### config.mk
export PLATFORM = sky130hd
export DESIGN_NAME = sms_servo
export DESIGN_NICKNAME = d
export VERILOG_FILES = /design/src/sms_pkg.sv /design/src/sms_modulator.sv /design/src/sms_servo.sv /design/src/sms_tacho.sv
export SDC_FILE = /design/constraint.sdc
export NUM_CORES = 1
export LEC_CHECK = 0
export BUFFER_PORTS_ARGS = -buffer_cell sky130_fd_sc_hd__buf_2
export CORE_ASPECT_RATIO = 1.2
export CORE_UTILIZATION = 38
export DETAILED_ROUTE_END_ITERATION = 10
export GPL_TIMING_DRIVEN = 0
export PLACE_DENSITY = 0.54
export SLEW_MARGIN = 15
export SYNTH_ARGS = -nofsm -noshare
export SYNTH_HDL_FRONTEND = slang
export SYNTH_SLANG_ARGS = --single-unit
### constraint.sdc
create_clock -name sys_clk -period 8.7 [get_ports sys_clk]
set_clock_uncertainty 0.2 [all_clocks]
set_input_delay 0.435 -clock sys_clk [delete_from_list [all_inputs] [get_ports sys_clk]]
set_output_delay 0.435 -clock sys_clk [all_outputs]
set_load 0.005 [all_outputs]
### src/sms_pkg.sv
// Constants, register map and types of the spindle motor servo
package sms_pkg;
    // Loop sample period in system clocks
    localparam int unsigned SAMPLE_CLKS = 24;
    localparam logic [4:0]  TICK_LAST   = 5'(SAMPLE_CLKS - 1);
    localparam int unsigned CLK_MHZ     = 250;

    // Register offsets
    localparam logic [3:0] A_GAIN1    = 4'h0;
    localparam logic [3:0] A_GAIN2    = 4'h1;
    localparam logic [3:0] A_MULT     = 4'h2;
    localparam logic [3:0] A_CTRL     = 4'h3;
    localparam logic [3:0] A_INT_LO   = 4'h4;
    localparam logic [3:0] A_INT_HI   = 4'h5;
    localparam logic [3:0] A_FREQ_SET = 4'h6;
    localparam logic [3:0] A_FIFO_SET = 4'h7;
    localparam logic [3:0] A_STATUS2  = 4'h8;
    localparam logic [3:0] A_HGAIN    = 4'h9;
    localparam logic [3:0] A_HTRIP    = 4'hA;
    localparam logic [3:0] A_HCFG     = 4'hB;
    localparam logic [3:0] A_HMEAS    = 4'hC;

    // Field positions
    localparam int G1_KP_LSB  = 0;
    localparam int G1_KI_LSB  = 4;
    localparam int G2_KF_LSB  = 0;
    localparam int G2_SRC_LSB = 4;
    localparam int G2_SWA     = 6;
    localparam int G2_SWB     = 7;
    localparam int M_KI_LSB   = 0;
    localparam int M_KF_LSB   = 4;
    localparam int C_MODE_LSB = 0;
    localparam int C_PDM      = 2;
    localparam int C_OVERFLOW_OPENS_SWITCH_EN    = 3;
    localparam int ST_OVF     = 0;
    localparam int ST_TRIP    = 3;
    localparam int HC_SINGLE  = 0;
    localparam int HC_DIR     = 1;
    localparam int HM_FSAM    = 0;
    localparam int SHW        = 3;

    // Reset values
    localparam logic [7:0] RST_REG = 8'h00;

    typedef enum logic [1:0] {
        MODE_SHUT   = 2'b00,
        MODE_START  = 2'b01,
        MODE_STOP   = 2'b10,
        MODE_CLOSED = 2'b11
    } sms_mode_t;

    typedef enum logic [1:0] {
        SRC_ZERO  = 2'b00,
        SRC_PLL   = 2'b01,
        SRC_TACHO = 2'b10,
        SRC_NONE  = 2'b11
    } sms_src_t;

    localparam logic [7:0] START_DUTY = 8'hE0;
    localparam logic [7:0] STOP_DUTY  = 8'h20;
    localparam logic [7:0] DUTY_MID   = 8'h80;

    localparam logic signed [23:0] SAT_MAX = 24'sh007FFF;
    localparam logic signed [23:0] SAT_MIN = 24'shFF8000;

    // Tacho measurement windows and filter
    localparam int TACHO_WIN_SHORT = 65536;
    localparam int TACHO_WIN_LONG  = 262144;
    localparam int FILT_SHIFT      = 2;
    localparam int FILT_FRAC       = 4;
endpackage : sms_pkg

### src/sms_modulator.sv
// PWM or PDM modulator feeding the motor driver
module sms_modulator
    import sms_pkg::*;
(
    input  wire logic       sys_clk,
    input  wire logic       rst,
    input  wire logic [7:0] duty,
    input  wire logic       pdm_sel,
    input  wire logic       enable,
    output logic            motor_out
);
    typedef struct packed {
        logic [7:0] cnt;
        logic [8:0] acc;
        logic       out;
    } sms_mod_t;

    sms_mod_t s_q, s_d;

    always_comb begin
        s_d     = s_q;
        s_d.cnt = s_q.cnt + 8'h01;
        // First-order sigma-delta: carry out is the density bit
        s_d.acc = {1'b0, s_q.acc[7:0]} + {1'b0, duty};
        if (!enable) begin
            s_d.out = 1'b0;
        end else if (pdm_sel) begin
            s_d.out = s_d.acc[8];
        end else begin
            s_d.out = s_q.cnt < duty;
        end
    end

    always_ff @(posedge sys_clk) begin
        if (rst) begin
            s_q <= '0;
        end else begin
            s_q <= s_d;
        end
    end

    assign motor_out = s_q.out;
endmodule : sms_modulator

### src/sms_servo.sv
// Spindle motor servo: PI loop, register file, tacho and modulator
//
// Contract
// - Programmable P, F, I gains plus scale register
// - Frequency scale passes one in 2^n samples
// - New loop sample every 24 clocks
// - Start, stop, closed loop and shutdown modes
// - Control register selects PDM or PWM
// - Start and stop drive fixed duty or density
// - Integrator shows speed during start and stop
// - Overflow flag readable in second status register
// - Overflow flag follows condition, not latched
// - Overflow opens loop switch when enabled
// - Integrator readable and writable by software
// - All switches open: integrator drives modulator
// - Closed loop regulates to frequency set point
// - Tacho measures hall rate, second-order filter
// - Filtered rate readable and selectable as input
// - Rate equals edges times programmed gain
// - One or three hall sensors counted
// - Sample select bit sets filter rate
// - Unsigned tacho rate compared with trip point
// - Trip crossing sets status bit 3
// - Config bit 1 picks trip direction
// - Frequency input PLL, tacho or zero; position FIFO
// - Switches give P, I or PI control
module sms_servo
    import sms_pkg::*;
#(
    parameter int WIN_SHORT = TACHO_WIN_SHORT,
    parameter int WIN_LONG  = TACHO_WIN_LONG
) (
    input  wire logic       sys_clk,
    input  wire logic       rst,
    input  wire logic [3:0] reg_addr,
    input  wire logic [7:0] reg_wdata,
    input  wire logic       reg_wr,
    input  wire logic       reg_rd,
    output logic [7:0]      reg_rdata,
    input  wire logic [7:0] pll_freq,
    input  wire logic [7:0] fifo_fill,
    input  wire logic [2:0] hall_in,
    output logic            motor_out,
    output logic            motor_en,
    output logic            overflow_flag
);
    typedef struct packed {
        logic [7:0]  gain1;
        logic [7:0]  gain2;
        logic [7:0]  mult;
        logic [7:0]  ctrl;
        logic [7:0]  freq_set;
        logic [7:0]  fifo_set;
        logic [7:0]  hgain;
        logic [7:0]  htrip;
        logic [7:0]  hcfg;
        logic        fsam;
        logic [15:0] integ;
        logic [7:0]  hi_snap;
        logic [7:0]  lo_stage;
        logic [4:0]  tick;
        logic [6:0]  sub;
        logic        ovf;
        logic        trip;
        logic        en;
        logic [7:0]  duty;
        logic [7:0]  rdata;
    } sms_state_t;

    sms_state_t s_q, s_d;

    logic [7:0]  rate;
    logic        trip_evt;
    logic        smp;
    sms_mode_t   mode;
    sms_src_t    src;
    logic [7:0]  freq_in;
    logic signed [8:0]  ferr;
    logic signed [8:0]  perr;
    logic signed [23:0] kf_t;
    logic signed [23:0] ki_t;
    logic signed [23:0] p_t;
    logic signed [23:0] sum_i;
    logic signed [23:0] sum_u;
    logic [16:0] sat_i;
    logic [16:0] sat_u;
    logic [15:0] u;
    logic        any_sat;
    logic        wr_int;

    // Clamp to 16-bit signed; top bit reports that clamping happened
    function automatic logic [16:0] sat16(input logic signed [23:0] v);
        if (v > SAT_MAX) begin
            return {1'b1, 16'h7FFF};
        end else if (v < SAT_MIN) begin
            return {1'b1, 16'h8000};
        end
        return {1'b0, v[15:0]};
    endfunction : sat16

    // Scale n keeps one sample in 2^n, down to 1 in 128
    function automatic logic sub_pass(input logic [6:0] sub,
                                      input logic [2:0] sc);
        logic [6:0] mask;
        mask = 7'((8'h01 << sc) - 8'h01);
        return (sub & mask) == 7'h00;
    endfunction : sub_pass

    assign mode   = sms_mode_t'(s_q.ctrl[C_MODE_LSB +: 2]);
    assign src    = sms_src_t'(s_q.gain2[G2_SRC_LSB +: 2]);
    assign smp    = s_q.tick == TICK_LAST;
    assign wr_int = reg_wr && (reg_addr == A_INT_LO || reg_addr == A_INT_HI);

    always_comb begin
        case (src)
            SRC_PLL:   freq_in = pll_freq;
            SRC_TACHO: freq_in = rate;
            SRC_ZERO:  freq_in = 8'h00;
            default:   freq_in = 8'h00;
        endcase
    end

    always_comb begin
        // Unsigned operands widened so the error never wraps
        ferr = $signed({1'b0, freq_in}) - $signed({1'b0, s_q.freq_set});
        perr = $signed({1'b0, fifo_fill}) - $signed({1'b0, s_q.fifo_set});
        kf_t = 24'sh000000;
        ki_t = 24'sh000000;
        if (sub_pass(s_q.sub, s_q.mult[M_KF_LSB +: SHW])) begin
            kf_t = 24'(ferr) <<< s_q.gain2[G2_KF_LSB +: SHW];
        end
        if (sub_pass(s_q.sub, s_q.mult[M_KI_LSB +: SHW])) begin
            ki_t = 24'(perr) <<< s_q.gain1[G1_KI_LSB +: SHW];
        end
        p_t   = 24'(perr) <<< s_q.gain1[G1_KP_LSB +: SHW];
        sum_i = 24'($signed(s_q.integ)) + kf_t + ki_t;
        sat_i = sat16(sum_i);
        // Switch B gates the integrator, switch A the proportional path
        if (s_q.gain2[G2_SWB]) begin
            sum_u = 24'($signed(sat_i[15:0]));
        end else begin
            sum_u = 24'($signed(s_q.integ));
        end
        if (s_q.gain2[G2_SWA]) begin
            sum_u = sum_u + p_t;
        end
        sat_u   = sat16(sum_u);
        u       = sat_u[15:0];
        any_sat = sat_u[16] || (s_q.gain2[G2_SWB] && sat_i[16]);
    end

    always_comb begin
        s_d       = s_q;
        s_d.rdata = 8'h00;
        s_d.tick  = smp ? 5'h00 : s_q.tick + 5'h01;
        s_d.en    = mode != MODE_SHUT;
        case (mode)
            MODE_START: begin
                s_d.duty = START_DUTY;
                s_d.ovf  = 1'b0;
            end
            MODE_STOP: begin
                s_d.duty = STOP_DUTY;
                s_d.ovf  = 1'b0;
            end
            MODE_CLOSED: begin
                if (smp) begin
                    s_d.sub  = s_q.sub + 7'h01;
                    s_d.duty = u[15:8] ^ DUTY_MID;
                    s_d.ovf  = any_sat;
                    if (s_q.gain2[G2_SWB]) begin
                        s_d.integ = sat_i[15:0];
                    end
                end
            end
            MODE_SHUT: begin
                s_d.duty = DUTY_MID;
                s_d.ovf  = 1'b0;
            end
            default: begin
                s_d.duty = DUTY_MID;
            end
        endcase
        // Open loop: integrator mirrors the speed input for monitoring
        if (smp && (mode == MODE_START || mode == MODE_STOP)) begin
            s_d.integ = {freq_in, 8'h00};
        end

        if (reg_rd) begin
            case (reg_addr)
                A_GAIN1:    s_d.rdata = s_q.gain1;
                A_GAIN2:    s_d.rdata = s_q.gain2;
                A_MULT:     s_d.rdata = s_q.mult;
                A_CTRL:     s_d.rdata = s_q.ctrl;
                A_INT_LO: begin
                    s_d.rdata   = s_q.integ[7:0];
                    // High byte frozen so a low-then-high read is coherent
                    s_d.hi_snap = s_q.integ[15:8];
                end
                A_INT_HI:   s_d.rdata = s_q.hi_snap;
                A_FREQ_SET: s_d.rdata = s_q.freq_set;
                A_FIFO_SET: s_d.rdata = s_q.fifo_set;
                A_STATUS2: begin
                    s_d.rdata[ST_OVF]  = s_q.ovf;
                    s_d.rdata[ST_TRIP] = s_q.trip;
                end
                A_HGAIN:    s_d.rdata = s_q.hgain;
                A_HTRIP:    s_d.rdata = s_q.htrip;
                A_HCFG:     s_d.rdata = s_q.hcfg;
                A_HMEAS:    s_d.rdata = rate;
                default:    s_d.rdata = 8'h00;
            endcase
        end

        if (reg_wr) begin
            case (reg_addr)
                A_GAIN1:    s_d.gain1 = reg_wdata;
                A_GAIN2:    s_d.gain2 = reg_wdata;
                A_MULT:     s_d.mult = reg_wdata;
                A_CTRL:     s_d.ctrl = reg_wdata;
                A_INT_LO:   s_d.lo_stage = reg_wdata;
                A_INT_HI:   s_d.integ = {reg_wdata, s_q.lo_stage};
                A_FREQ_SET: s_d.freq_set = reg_wdata;
                A_FIFO_SET: s_d.fifo_set = reg_wdata;
                A_STATUS2: begin
                    if (reg_wdata[ST_TRIP]) begin
                        s_d.trip = 1'b0;
                    end
                end
                A_HGAIN:    s_d.hgain = reg_wdata;
                A_HTRIP:    s_d.htrip = reg_wdata;
                A_HCFG:     s_d.hcfg = reg_wdata;
                A_HMEAS:    s_d.fsam = reg_wdata[HM_FSAM];
                default: begin
                end
            endcase
        end

        // Set after clear, so a trip in the clearing cycle survives
        if (trip_evt) begin
            s_d.trip = 1'b1;
        end
        // Hardware opening beats a software write for safety
        if (s_q.ovf && s_q.ctrl[C_OVERFLOW_OPENS_SWITCH_EN]) begin
            s_d.gain2[G2_SWB] = 1'b0;
        end
    end

    always_ff @(posedge sys_clk) begin
        if (rst) begin
            s_q <= '0;
            s_q.duty <= DUTY_MID;
        end else begin
            s_q <= s_d;
        end
    end

    sms_tacho #(
        .WIN_SHORT (WIN_SHORT),
        .WIN_LONG  (WIN_LONG)
    ) u_tacho (
        .sys_clk   (sys_clk),
        .rst       (rst),
        .hall_in   (hall_in),
        .gain      (s_q.hgain),
        .trip_pt   (s_q.htrip),
        .single    (s_q.hcfg[HC_SINGLE]),
        .dir_below (s_q.hcfg[HC_DIR]),
        .fs_sel    (s_q.fsam),
        .rate      (rate),
        .trip_evt  (trip_evt)
    );

    sms_modulator u_mod (
        .sys_clk   (sys_clk),
        .rst       (rst),
        .duty      (s_q.duty),
        .pdm_sel   (s_q.ctrl[C_PDM]),
        .enable    (s_q.en),
        .motor_out (motor_out)
    );

    assign reg_rdata     = s_q.rdata;
    assign motor_en      = s_q.en;
    assign overflow_flag = s_q.ovf;
endmodule : sms_servo

### src/sms_tacho.sv
// Hall sensor frequency meter with second-order filter and trip event
module sms_tacho
    import sms_pkg::*;
#(
    parameter int WIN_SHORT = TACHO_WIN_SHORT,
    parameter int WIN_LONG  = TACHO_WIN_LONG
) (
    input  wire logic       sys_clk,
    input  wire logic       rst,
    input  wire logic [2:0] hall_in,
    input  wire logic [7:0] gain,
    input  wire logic [7:0] trip_pt,
    input  wire logic       single,
    input  wire logic       dir_below,
    input  wire logic       fs_sel,
    output logic [7:0]      rate,
    output logic            trip_evt
);
    typedef struct packed {
        logic [2:0]  h1;
        logic [2:0]  h2;
        logic [2:0]  h3;
        logic [17:0] win;
        logic [7:0]  edges;
        logic [11:0] y1;
        logic [11:0] y2;
        logic [7:0]  rate;
        logic        trip;
    } sms_tach_t;

    sms_tach_t s_q, s_d;
    logic [2:0]  ed;
    logic [1:0]  cnt;
    logic [8:0]  esum;
    logic [15:0] raw;
    logic [7:0]  x;
    logic        last;
    logic signed [12:0] dif1, dif2;

    always_comb begin
        s_d      = s_q;
        s_d.h1   = hall_in;
        s_d.h2   = s_q.h1;
        s_d.h3   = s_q.h2;
        s_d.trip = 1'b0;
        ed  = s_q.h2 ^ s_q.h3;
        if (single) begin
            ed = ed & 3'b001;
        end
        // Both edges count, giving twice the sensor count per turn
        cnt  = 2'(ed[0]) + 2'(ed[1]) + 2'(ed[2]);
        esum = {1'b0, s_q.edges} + {7'h00, cnt};
        // Compare by >= so a shorter window ends at once after a switch
        last = fs_sel ? (s_q.win >= 18'(WIN_LONG - 1))
                      : (s_q.win >= 18'(WIN_SHORT - 1));
        raw  = 16'(s_q.edges) * 16'(gain);
        x    = (raw > 16'h00FF) ? 8'hFF : raw[7:0];
        dif1 = 13'({x, 4'h0}) - 13'(s_q.y1);
        dif2 = 13'(s_q.y1) - 13'(s_q.y2);
        if (last) begin
            s_d.win   = '0;
            s_d.edges = {6'h00, cnt};
            // Two cascaded first-order low-pass stages
            // Signed sum keeps the shift arithmetic when the rate falls
            s_d.y1 = 12'($signed({1'b0, s_q.y1})
                         + (dif1 >>> FILT_SHIFT));
            s_d.y2 = 12'($signed({1'b0, s_q.y2})
                         + (dif2 >>> FILT_SHIFT));
            s_d.rate = s_d.y2[11:FILT_FRAC];
            if (dir_below) begin
                s_d.trip = s_q.rate >= trip_pt && s_d.rate < trip_pt;
            end else begin
                s_d.trip = s_q.rate <= trip_pt && s_d.rate > trip_pt;
            end
        end else begin
            s_d.win   = s_q.win + 18'h00001;
            s_d.edges = esum[8] ? 8'hFF : esum[7:0];
        end
    end

    always_ff @(posedge sys_clk) begin
        if (rst) begin
            s_q <= '0;
        end else begin
            s_q <= s_d;
        end
    end

    assign rate     = s_q.rate;
    assign trip_evt = s_q.trip;
endmodule : sms_tacho

======== After elaboration in Yosys (flattened, before gate mapping) ========
Cells that the tools add are included.
W data, S select, Z words.
storage, ports and cells
  output and inout bits ................... 11
  memories ................................ 0
  logic and storage cells ................. 173
  bits in writable memories ............... 0
  ROM bits ................................ 0
  bits in latches ......................... 0
  bits in registers ....................... 221
  input port bits ......................... 35
cells by class
  reduce and logical (&&, ||, !) cells .... 36
  $lt $le $gt $ge ......................... 12
  add/sub/neg operators ................... 19
  bitwise gates (word level) .............. 7
  equality and inequality tests ........... 19
  shifts and indexed selects .............. 5
  muxes and demuxes ....................... 40
  multipliers ............................. 1
  divide/modulo/power cells ............... 0
operator list
  cell                     count
  $mux W17                 6
  $mux W16                 6
  $mux W24                 4
  $sshl A9 B3 Y24          3
  $add A24 B24 Y24         2
  $gt A24 B16 Y1 const B   2
  $lt A24 B16 Y1 const B   2
  $pmux W4 S12             1
  $pmux W8 S4              1
  $pmux W1 S13             2
  $reduce_and A2 Y1        13
  $sub A12 B12 Y13         2
  $add A12 B11 Y12         2
  $add A16 B24 Y24         1
  $mux W8                  3
  $pmux W2 S12             1
  $eq A4 B4 Y1 const B     5
  $add A18 B1 Y18 const B  1
  $ge A18 B16 Y1 const B   1
  $ge A18 B18 Y1 const B   1
  $sub A8 B8 Y9            2
  $eq A4 B3 Y1 const B     4
  $gt A16 B8 Y1 const B    1
  $lt A8 B8 Y1             2
  other kinds (36)         71

======== Logic depth before layout (Yosys ltp) ========
Gate-level depths: netlist of run 1.
  depth in word-level cells ............... 21
  mapped depth ............................ 41
  depth with buffers taken out ............ 38

======== Modules after synthesis ========
Synthesis of run 1 repeated with hierarchy kept, for this count alone.
unflattened totals
  cell total of the unflattened synthesis .. 2239
  area total of the unflattened synthesis .. 18117.4 sq um
by module, submodules not included
  module         cells an instance  times used  sequential area each (sq um)  area an instance (sq um)
  sms_servo      1356               1           2722.6                        10553.9
  sms_tacho      763                1           1201.2                        6480.0
  sms_modulator  120                1           340.3                         1083.5

======== Least setup slack after synthesis of run 1 ========
Ideal clock, no wire load.
  path type ............................... register to register
  from .................................... reg s_q[124] (netlist bit)
  to ...................................... reg, netlist name s_q[10]
  library setup time ...................... 0.135 ns
  required time ........................... 8.365 ns
  stages on the path, launching flop included .. 41
  path buffers ............................ 3
  arrival ................................. 7.640 ns
  clock period less this slack ............ 7.976 ns
  slack ................................... 0.724 ns
  cell sequence ........................... dfxtp_1 > inv_1 > ha_1 > buf_1 > or2_2 > ha_1 > inv_1 > fa_1 > a21o_1 > a21oi_1 > o21ai_0 > xnor2_1 > nor2_1 > a31oi_1 > mux2_2 > mux2_2 > nor2_1 > fa_1 > [... 5 more ...] > o211ai_2 > a31o_2 > nand2_4 > buf_6 > buf_2 > o22ai_1 > ha_1 > inv_1 > fa_1 > nand2b_1 > a21oi_1 > o31ai_1 > o21ai_0 > a211oi_1 > o31ai_1 > nor2_1 > a21oi_1 > a211oi_1
on the way
  word-level cells in the longest chain between the ends .. 20
  elaborated cells between the ends (all ways) .. 25
  classes of those cells .................. add/sub (4); order compare (4); eq/ne (2); shift (1); mux (14)
RTL lines
  element                                       line              RTL
  from (decl)                                   sms_servo.sv:70   sms_state_t s_q, s_d;
  $eq A2 B2 Y1 or $eq A2 B1 Y1 (tied branches)  sms_servo.sv:115  case (src)
  $pmux W8 S2 (*)                               sms_servo.sv:115
  $sub A8 B8 Y9 (*)                             sms_servo.sv:125  ferr = $signed({1'b0, freq_in}) - $signed({1'b0, s_q.freq_set});
  $sshl A9 B3 Y24 (*)                           sms_servo.sv:130  kf_t = 24'(ferr) <<< s_q.gain2[G2_KF_LSB +: SHW];
  $mux W24 (*)                                  sms_servo.sv:129  if (sub_pass(s_q.sub, s_q.mult[M_KF_LSB +: SHW])) begin
  $add A16 B24 Y24 (*)                          sms_servo.sv:136  sum_i = 24'($signed(s_q.integ)) + kf_t + ki_t;
  $add A24 B24 Y24 (*)                          sms_servo.sv:136
  $lt A24 B16 Y1                                sms_servo.sv:95   end else if (v < SAT_MIN) begin
  [... 4 more ...]                              n/a
  $add A24 B24 Y24                              sms_servo.sv:145  sum_u = sum_u + p_t;
  $mux W24 (*)                                  sms_servo.sv:144  if (s_q.gain2[G2_SWA]) begin
  $lt A24 B16 Y1                                sms_servo.sv:95
  $mux W1                                       sms_servo.sv:95
  $mux W1                                       sms_servo.sv:93   if (v > SAT_MAX) begin
  $mux W17 (*)                                  sms_servo.sv:98   return {1'b0, v[15:0]};
  $mux W8 (*)                                   sms_servo.sv:167  if (smp) begin
  $pmux W8 S4 (*)                               sms_servo.sv:157  case (mode)
Mark *: on every way between the ends. The rest lies on a longest branch, timed or not. The select of a mux whose other input is x is not followed.
A chain may end at the register's enable or synchronous reset.

======== Worst setup path in the final report of run 1 ========
  from .................................... reg s_q[125] (netlist bit)
  to ...................................... reg, netlist name s_q[10]
on the way
  word-level cells in the longest chain between the ends .. 20
  elaborated cells between the ends (all ways) .. 25
  classes of those cells .................. add/sub (4); order compare (4); eq/ne (2); shift (1); mux (14)
RTL lines
  element                                       line
  $eq A2 B2 Y1 or $eq A2 B1 Y1 (tied branches)  sms_servo.sv:115
  $pmux W8 S2 (*)                               sms_servo.sv:115
  $sub A8 B8 Y9 (*)                             sms_servo.sv:125
  $sshl A9 B3 Y24 (*)                           sms_servo.sv:130
  $mux W24 (*)                                  sms_servo.sv:129
  $add A16 B24 Y24 (*)                          sms_servo.sv:136
  $add A24 B24 Y24 (*)                          sms_servo.sv:136
  $lt A24 B16 Y1                                sms_servo.sv:95
  [... 4 more ...]                              n/a
  $add A24 B24 Y24                              sms_servo.sv:145
  $mux W24 (*)                                  sms_servo.sv:144
  $lt A24 B16 Y1                                sms_servo.sv:95
  $mux W1                                       sms_servo.sv:95
  $mux W1                                       sms_servo.sv:93
  $mux W17 (*)                                  sms_servo.sv:98
  $mux W8 (*)                                   sms_servo.sv:167
  $pmux W8 S4 (*)                               sms_servo.sv:157
Marks and branches as above.

==> results.ini, run 1 <==
[run_status]
status=finished, final reports clean

[finish]
layout_commonest_cell=nor2_1
fill_cells=4721
diodes=0
drive_gt1_share_pct=10.1
final_cell_mix=270 x nor2_1, 206 x dfxtp_1, 171 x nand2_1
final_util_pct=43.4
layoutNonFillerInstCount=2920
nets=2555
finalInstanceArea_um2=20000
syn_to_final_growth_pct=11.9

[floorplan]
num_io_pins=46
initial_core_util_pct=38.8
dieHeight_um=240
fp.dieW_um=200
dieArea_um2=48000
row_count=86
placeableCoreArea_um2=46200

[timing]
fin_crit_ns=8.31
worstMarginPinSlew_ns=1.18
setup_viol=0
post-route-period-util_pct=95.5
relSlewSlack_pct=21.5
fmax_mhz=120
final_max_slew_viol_count=0
finalHoldViolations=0
fin_ws_ns=0.392

[min_path]
hold-path-cell-count=3
min_path_type=primary input to register

[yosys]
ys.flop_type=dfxtp_1
synthesis.instances=2211
avgSynthCellArea_um2=8.10
syn_area_um2=17900
synth_cell_types=88
synth-seq-cells=213
async_flop_share_pct=0
ys_seq_area_share_pct=23.8
synth_edf_count=0
synth.net_count=2478
yosysWarnings=0

[route]
first_pass_iters=6
wl_per_cell_um=21.2
drc=0
routed_wl_mm=61.9
vias_per_cell=5.61
ant_nets=0
via_count=16400
drtIter0Drc=964

[cts]
cts_num_sinks=213
cts_root_buffer=clkbuf_16
htree_levels=1
cts_buffer_depth=3
cts_buffers=24
clock_latency_ns=0.55
path_clk_slew_ns=0.06
cts_tree=done

[global_routing]
grt_max_degree=14
grt_pass1_wl_mm=94.9
grtUsageTotal_pct=25.6
overflow=0
grt_antenna_before_repair=2
grt_pass1_vias=16300

[place]
placed_cells=2870
place_congestion=0.966
place_ws_ns=-0.723
place_area_um2=18900
portBuffers=42
dpl.hpwl_mm=49.7

[setup_path]
end_kind=register
crit_slowest_cell=fa_1
critPathKind=register to register
path_max_fanout=10
crit_arrival_ns=8.49
critPathRequiredTime_ns=8.88
reg2reg_depth=40
cp-start-kind=register
cpPeakStageDelay_ns=0.49

[flow_run]
drv_cap=0

[power]
irDropWorstVdd_mv=0.125
total_power_w=0.00255
p_leak_nw=8.41
p_per_area_nw_per_um2=127

-- where the power goes --
group | switching [W] | internal [W] | leakage, nW
registers | 0.0000190 | 0.000990 | 1.73
clock network | 0.000424 | 0.000591 | 0.388
logic | 0.000338 | 0.000190 | 6.30
total | 0.000781 | 0.00177 | 8.41
-- through the flow --
stage / setup TNS (ns) / hold WS (ns)
floorplan: 0 / 0.213
global placement: -10.57 / 0.237
detailed placement: -5.71 / 0.233
CTS: 0 / 0.00517
global route: -0.00493 / 0.0189
finish: 0 / 0.0277
-- worst paths after layout --
check | from | to | slack (ns)
hold reg to reg | u_tacho.s_d[62] | u_tacho.s_d[59] | 0.24
setup reg to reg | s_q[125] | s_q[10] | 0.39
setup / recovery | s_q[125] | s_q[10] | 0.39
hold / removal | reg_wdata[6] | s_q[61] | 0.03
-- routing by layer --
metal / share of wire [%] / GRT usage (%) / wire length, µm
met2: 49 / 46.4 / 30600
met3: 3.9 / 2.29 / 2410
met5: 0.013 / 0 / 8
met4: 5.1 / 12.4 / 3180
met1: 42 / 30.3 / 25700
-- cells by family (layout without fill, tap and decap cells) --
group	count (synthesis)	count (layout)	synth area share [%]
fa+ha+maj	232	232	18.7
xor+xnor	105	105	5.14
simple gates	744	744	19.5
buf+inv	266	359	5.89
flops	213	213	23.8
compound gates	535	535	20.2
mux	116	116	6.73
-- critical path, delay by kind of cell, from the launching register on --
family / cells / cell delay, ns
muxes: 2 / 0.58
xor gates and xnor gates: 2 / 0.32
adders and majority gates: 7 / 2.03
AOI/OAI and AO/OA: 18 / 3.13
DFF: 1 / 0.38
and+or+nand+nor: 6 / 1.04
buffers and inverters: 5 / 0.47
-- cells in the mapped netlist (34+ instances only) --
cell type / number / area share [%]
nor3_1: 43 / 1.2
inv_1: 153 / 3.2
fa_1: 60 / 6.7
xnor2_1: 67 / 3.3
xor2_1: 38 / 1.9
nor2_1: 274 / 5.7
mux2i_1: 99 / 5.5
clkbuf_1: 87 / 1.8
o21ai_0: 94 / 2.6
nor2b_1: 34 / 1.2
nand3_1: 46 / 1.3
nand2_1: 172 / 3.6
dfxtp_1: 213 / 24
and2_1: 49 / 1.7
a21oi_1: 156 / 4.4
ha_1: 172 / 12
-- layout make-up --
class	instances	area (µm²)	share of cell area, %
multi-input cells	1732	12800	64.1
flip-flops and latches	213	4280	21.3
well taps	616	771	3.85
clock buffers	31	657	3.28
inverters	157	589	2.94
plain buffers	101	443	2.21
repair buffers	59	345	1.72
clock inverters	11	116	0.581
-- state kept, by name, summed over array words and instances (netlist names) --
name	count
s_q	124
motor_en	1
overflow_flag	1
u_tacho.rate	8
u_tacho.s_d	6
reg_rdata	8
u_tacho.trip_evt	1
u_mod.s_q	16
u_mod.motor_out	1
mode	2
u_tacho.s_q	45
-- timing repair --
item / in CTS / in global routing
setup endpoints to repair: 9 / 12
pin swaps: 4 / 16
endpoints found under the hold margin: 3 / 0
resized for setup: 28 / 54
buffers inserted: 3 / 10
hold buffers: 3 / 0
Note: power is estimated with default switching activity, not from simulation.
==> run 2: changes to the inputs <==
GPL_TIMING_DRIVEN = default   (was 0)
PLACE_DENSITY = default   (was 0.54)
==> run 2 against run 1 <==
Effect of this change: fmax rose by 1.1%; clock-buffer cell count increased by 2; final area down 1.5%; power grew 3.6%; non-clock buffer count down 80; largest cell class unchanged; largest power group unchanged; highest routed layer unchanged.
==> results.ini, run 2 (synthesis gave the netlist of run 1 again) <==
[finish]
drive_gt1_share_pct=9.34
fill_cells=4676
largest_register_ffs=124
largestRegisters=s_q (124), u_tacho.s_q (45), u_mod.s_q (16)
nets=2477
syn_to_final_growth_pct=10.2
final_cell_mix=270 x nor2_1, 208 x dfxtp_1, 172 x nand2_1
max_flop_register=s_q
seq_area_um2=4270
layoutNonFillerInstCount=2843
multi_input_area_um2=12700
layout_commonest_cell=nor2_1

[route]
via_count=15900
routed_wl_mm=54.4
vias_per_cell=5.60
wl_per_cell_um=19.1
first_pass_iters=6
drtIter0Drc=1088
ant_nets=0
drc=0

[run_status]
status=finished, final reports clean

[power]
irDropWorstVdd_mv=0.157
p_int_w=0.00187
p_comb_share_pct=18.9
clkPwrFrac_pct=42.8
p_switching_w=0.000776
swShare_pct=29.3
p_leak_nw=8.34
p_seq_share_pct=38.3
p_per_area_nw_per_um2=134

[floorplan]
dieArea_um2=48000
placeableCoreArea_um2=46200
dieHeight_um=240
num_io_pins=46
fp.dieW_um=200
initial_core_util_pct=38.8
row_count=86

[cts]
cts_num_sinks=213
cts_root_buffer=clkbuf_16
path_clk_slew_ns=0.06
cts_buffer_depth=3
clock_latency_ns=0.56
htree_levels=1
cts_tree=done
cts_buffers=25

[place]
place_congestion=0.959
portBuffers=45
placed_cells=2787
dpl.hpwl_mm=41.9

[setup_path]
cp-start-kind=register
reg2reg_depth=37
end_kind=register
critPathRequiredTime_ns=8.94
path_max_fanout=8
cpMostUsedCell=o21a_1
crit_arrival_ns=8.45
crit_slowest_cell=fa_1
cpPeakStageDelay_ns=0.47
critPathKind=register to register

[timing]
worstMarginPinSlew_ns=1.19
relSlewSlack_pct=20.2
rsz0062_at_grt=no
post-route-period-util_pct=94.4
finalHoldViolations=0
setup_viol=0
final_max_slew_viol_count=0
fmax_mhz=122
fin_crit_ns=8.21
hold_ws_ns=0.115

[global_routing]
grt_antenna_before_repair=1
grt_pass1_wl_mm=85.6
grt_pass1_vias=15600
overflow=0
grt_max_degree=75
grtUsageTotal_pct=22.4

[min_path]
min_path_type=primary input to register
hold-path-cell-count=3

[flow_run]
drv_cap=0

run 2: changes by cell type in the layout (fill, tap and decap cells not counted), sizes merged, moves of 2 or more:
cell and change:
clkbuf -78, inv +2, bufinv +2, clkinv -5
run 2: worst paths after layout:
path / slack, ns / start / end
setup reg to reg: 0.49 / s_q[125] / s_q[9]
hold / removal: 0.12 / reg_wdata[7] / s_q[135]
hold reg to reg: 0.23 / u_tacho.s_d[64] / u_tacho.s_d[61]
setup / recovery: 0.49 / s_q[125] / s_q[9]
run 2: cell type report:
cell class	instances	share of cell area (%)
clock buffer	33	3.58
inverter	157	2.99
multi-input combinational	1733	64.5
clock inverter	10	0.875
tap	616	3.91
sequential	213	21.6
antenna	1	0.0127
timing repair buffer	80	2.55
run 2: what timing repair did:
action                                 CTS  global route
buffers inserted                         0             7
pin swaps                                0            10
gates resized for setup                  2            35
setup endpoints to repair                5            10
cloned                                   0             1
hold buffers                             4             0
endpoints found under the hold margin    5             0
run 2: routing by layer:
layer	vias to the layer above	share of wire [%]	track usage, %
met5	-	0.020	0
met4	2	5.0	10.7
met3	131	4.3	2.07
met2	442	49	41.0
met1	7602	41	26.2
li1	7735	-	-
run 2: worst max-delay path, delay by kind of cell, from the launching register on:
| family | cells | cell delay [ns] |
|---|---|---|
| AOI/OAI and AO/OA | 21 | 4.28 |
| xor gates and xnor gates | 2 | 0.38 |
| and+or+nand+nor | 4 | 0.56 |
| DFF | 1 | 0.38 |
| buffers and inverters | 4 | 0.43 |
| adders and majority gates | 6 | 1.89 |
run 2: power by group through the flow:
stage	logic, W	clock network (W)	registers (W)
after floorplan	0.000336	0	0.00102
after global placement	0.000454	0	0.00103
after detailed placement	0.000458	0	0.00103
after CTS	0.000462	0.00116	0.00101
after global routing	0.000544	0.00120	0.00101
final	0.000501	0.00113	0.00101
run 2: stage by stage:
step,setup slack [ns],util [%],instance area (µm²),total power [W],TNS [ns]
floorplan,0.724,-,17900,0.00136,0
CTS,0.0814,42.4,19600,0.00263,0
global route,0.0192,42.7,19700,0.00276,0
detailed placement,-0.0393,40.4,18600,0.00149,-0.0893
global placement,0.190,40.4,18600,0.00149,0
finish,0.486,42.8,19700,0.00264,0
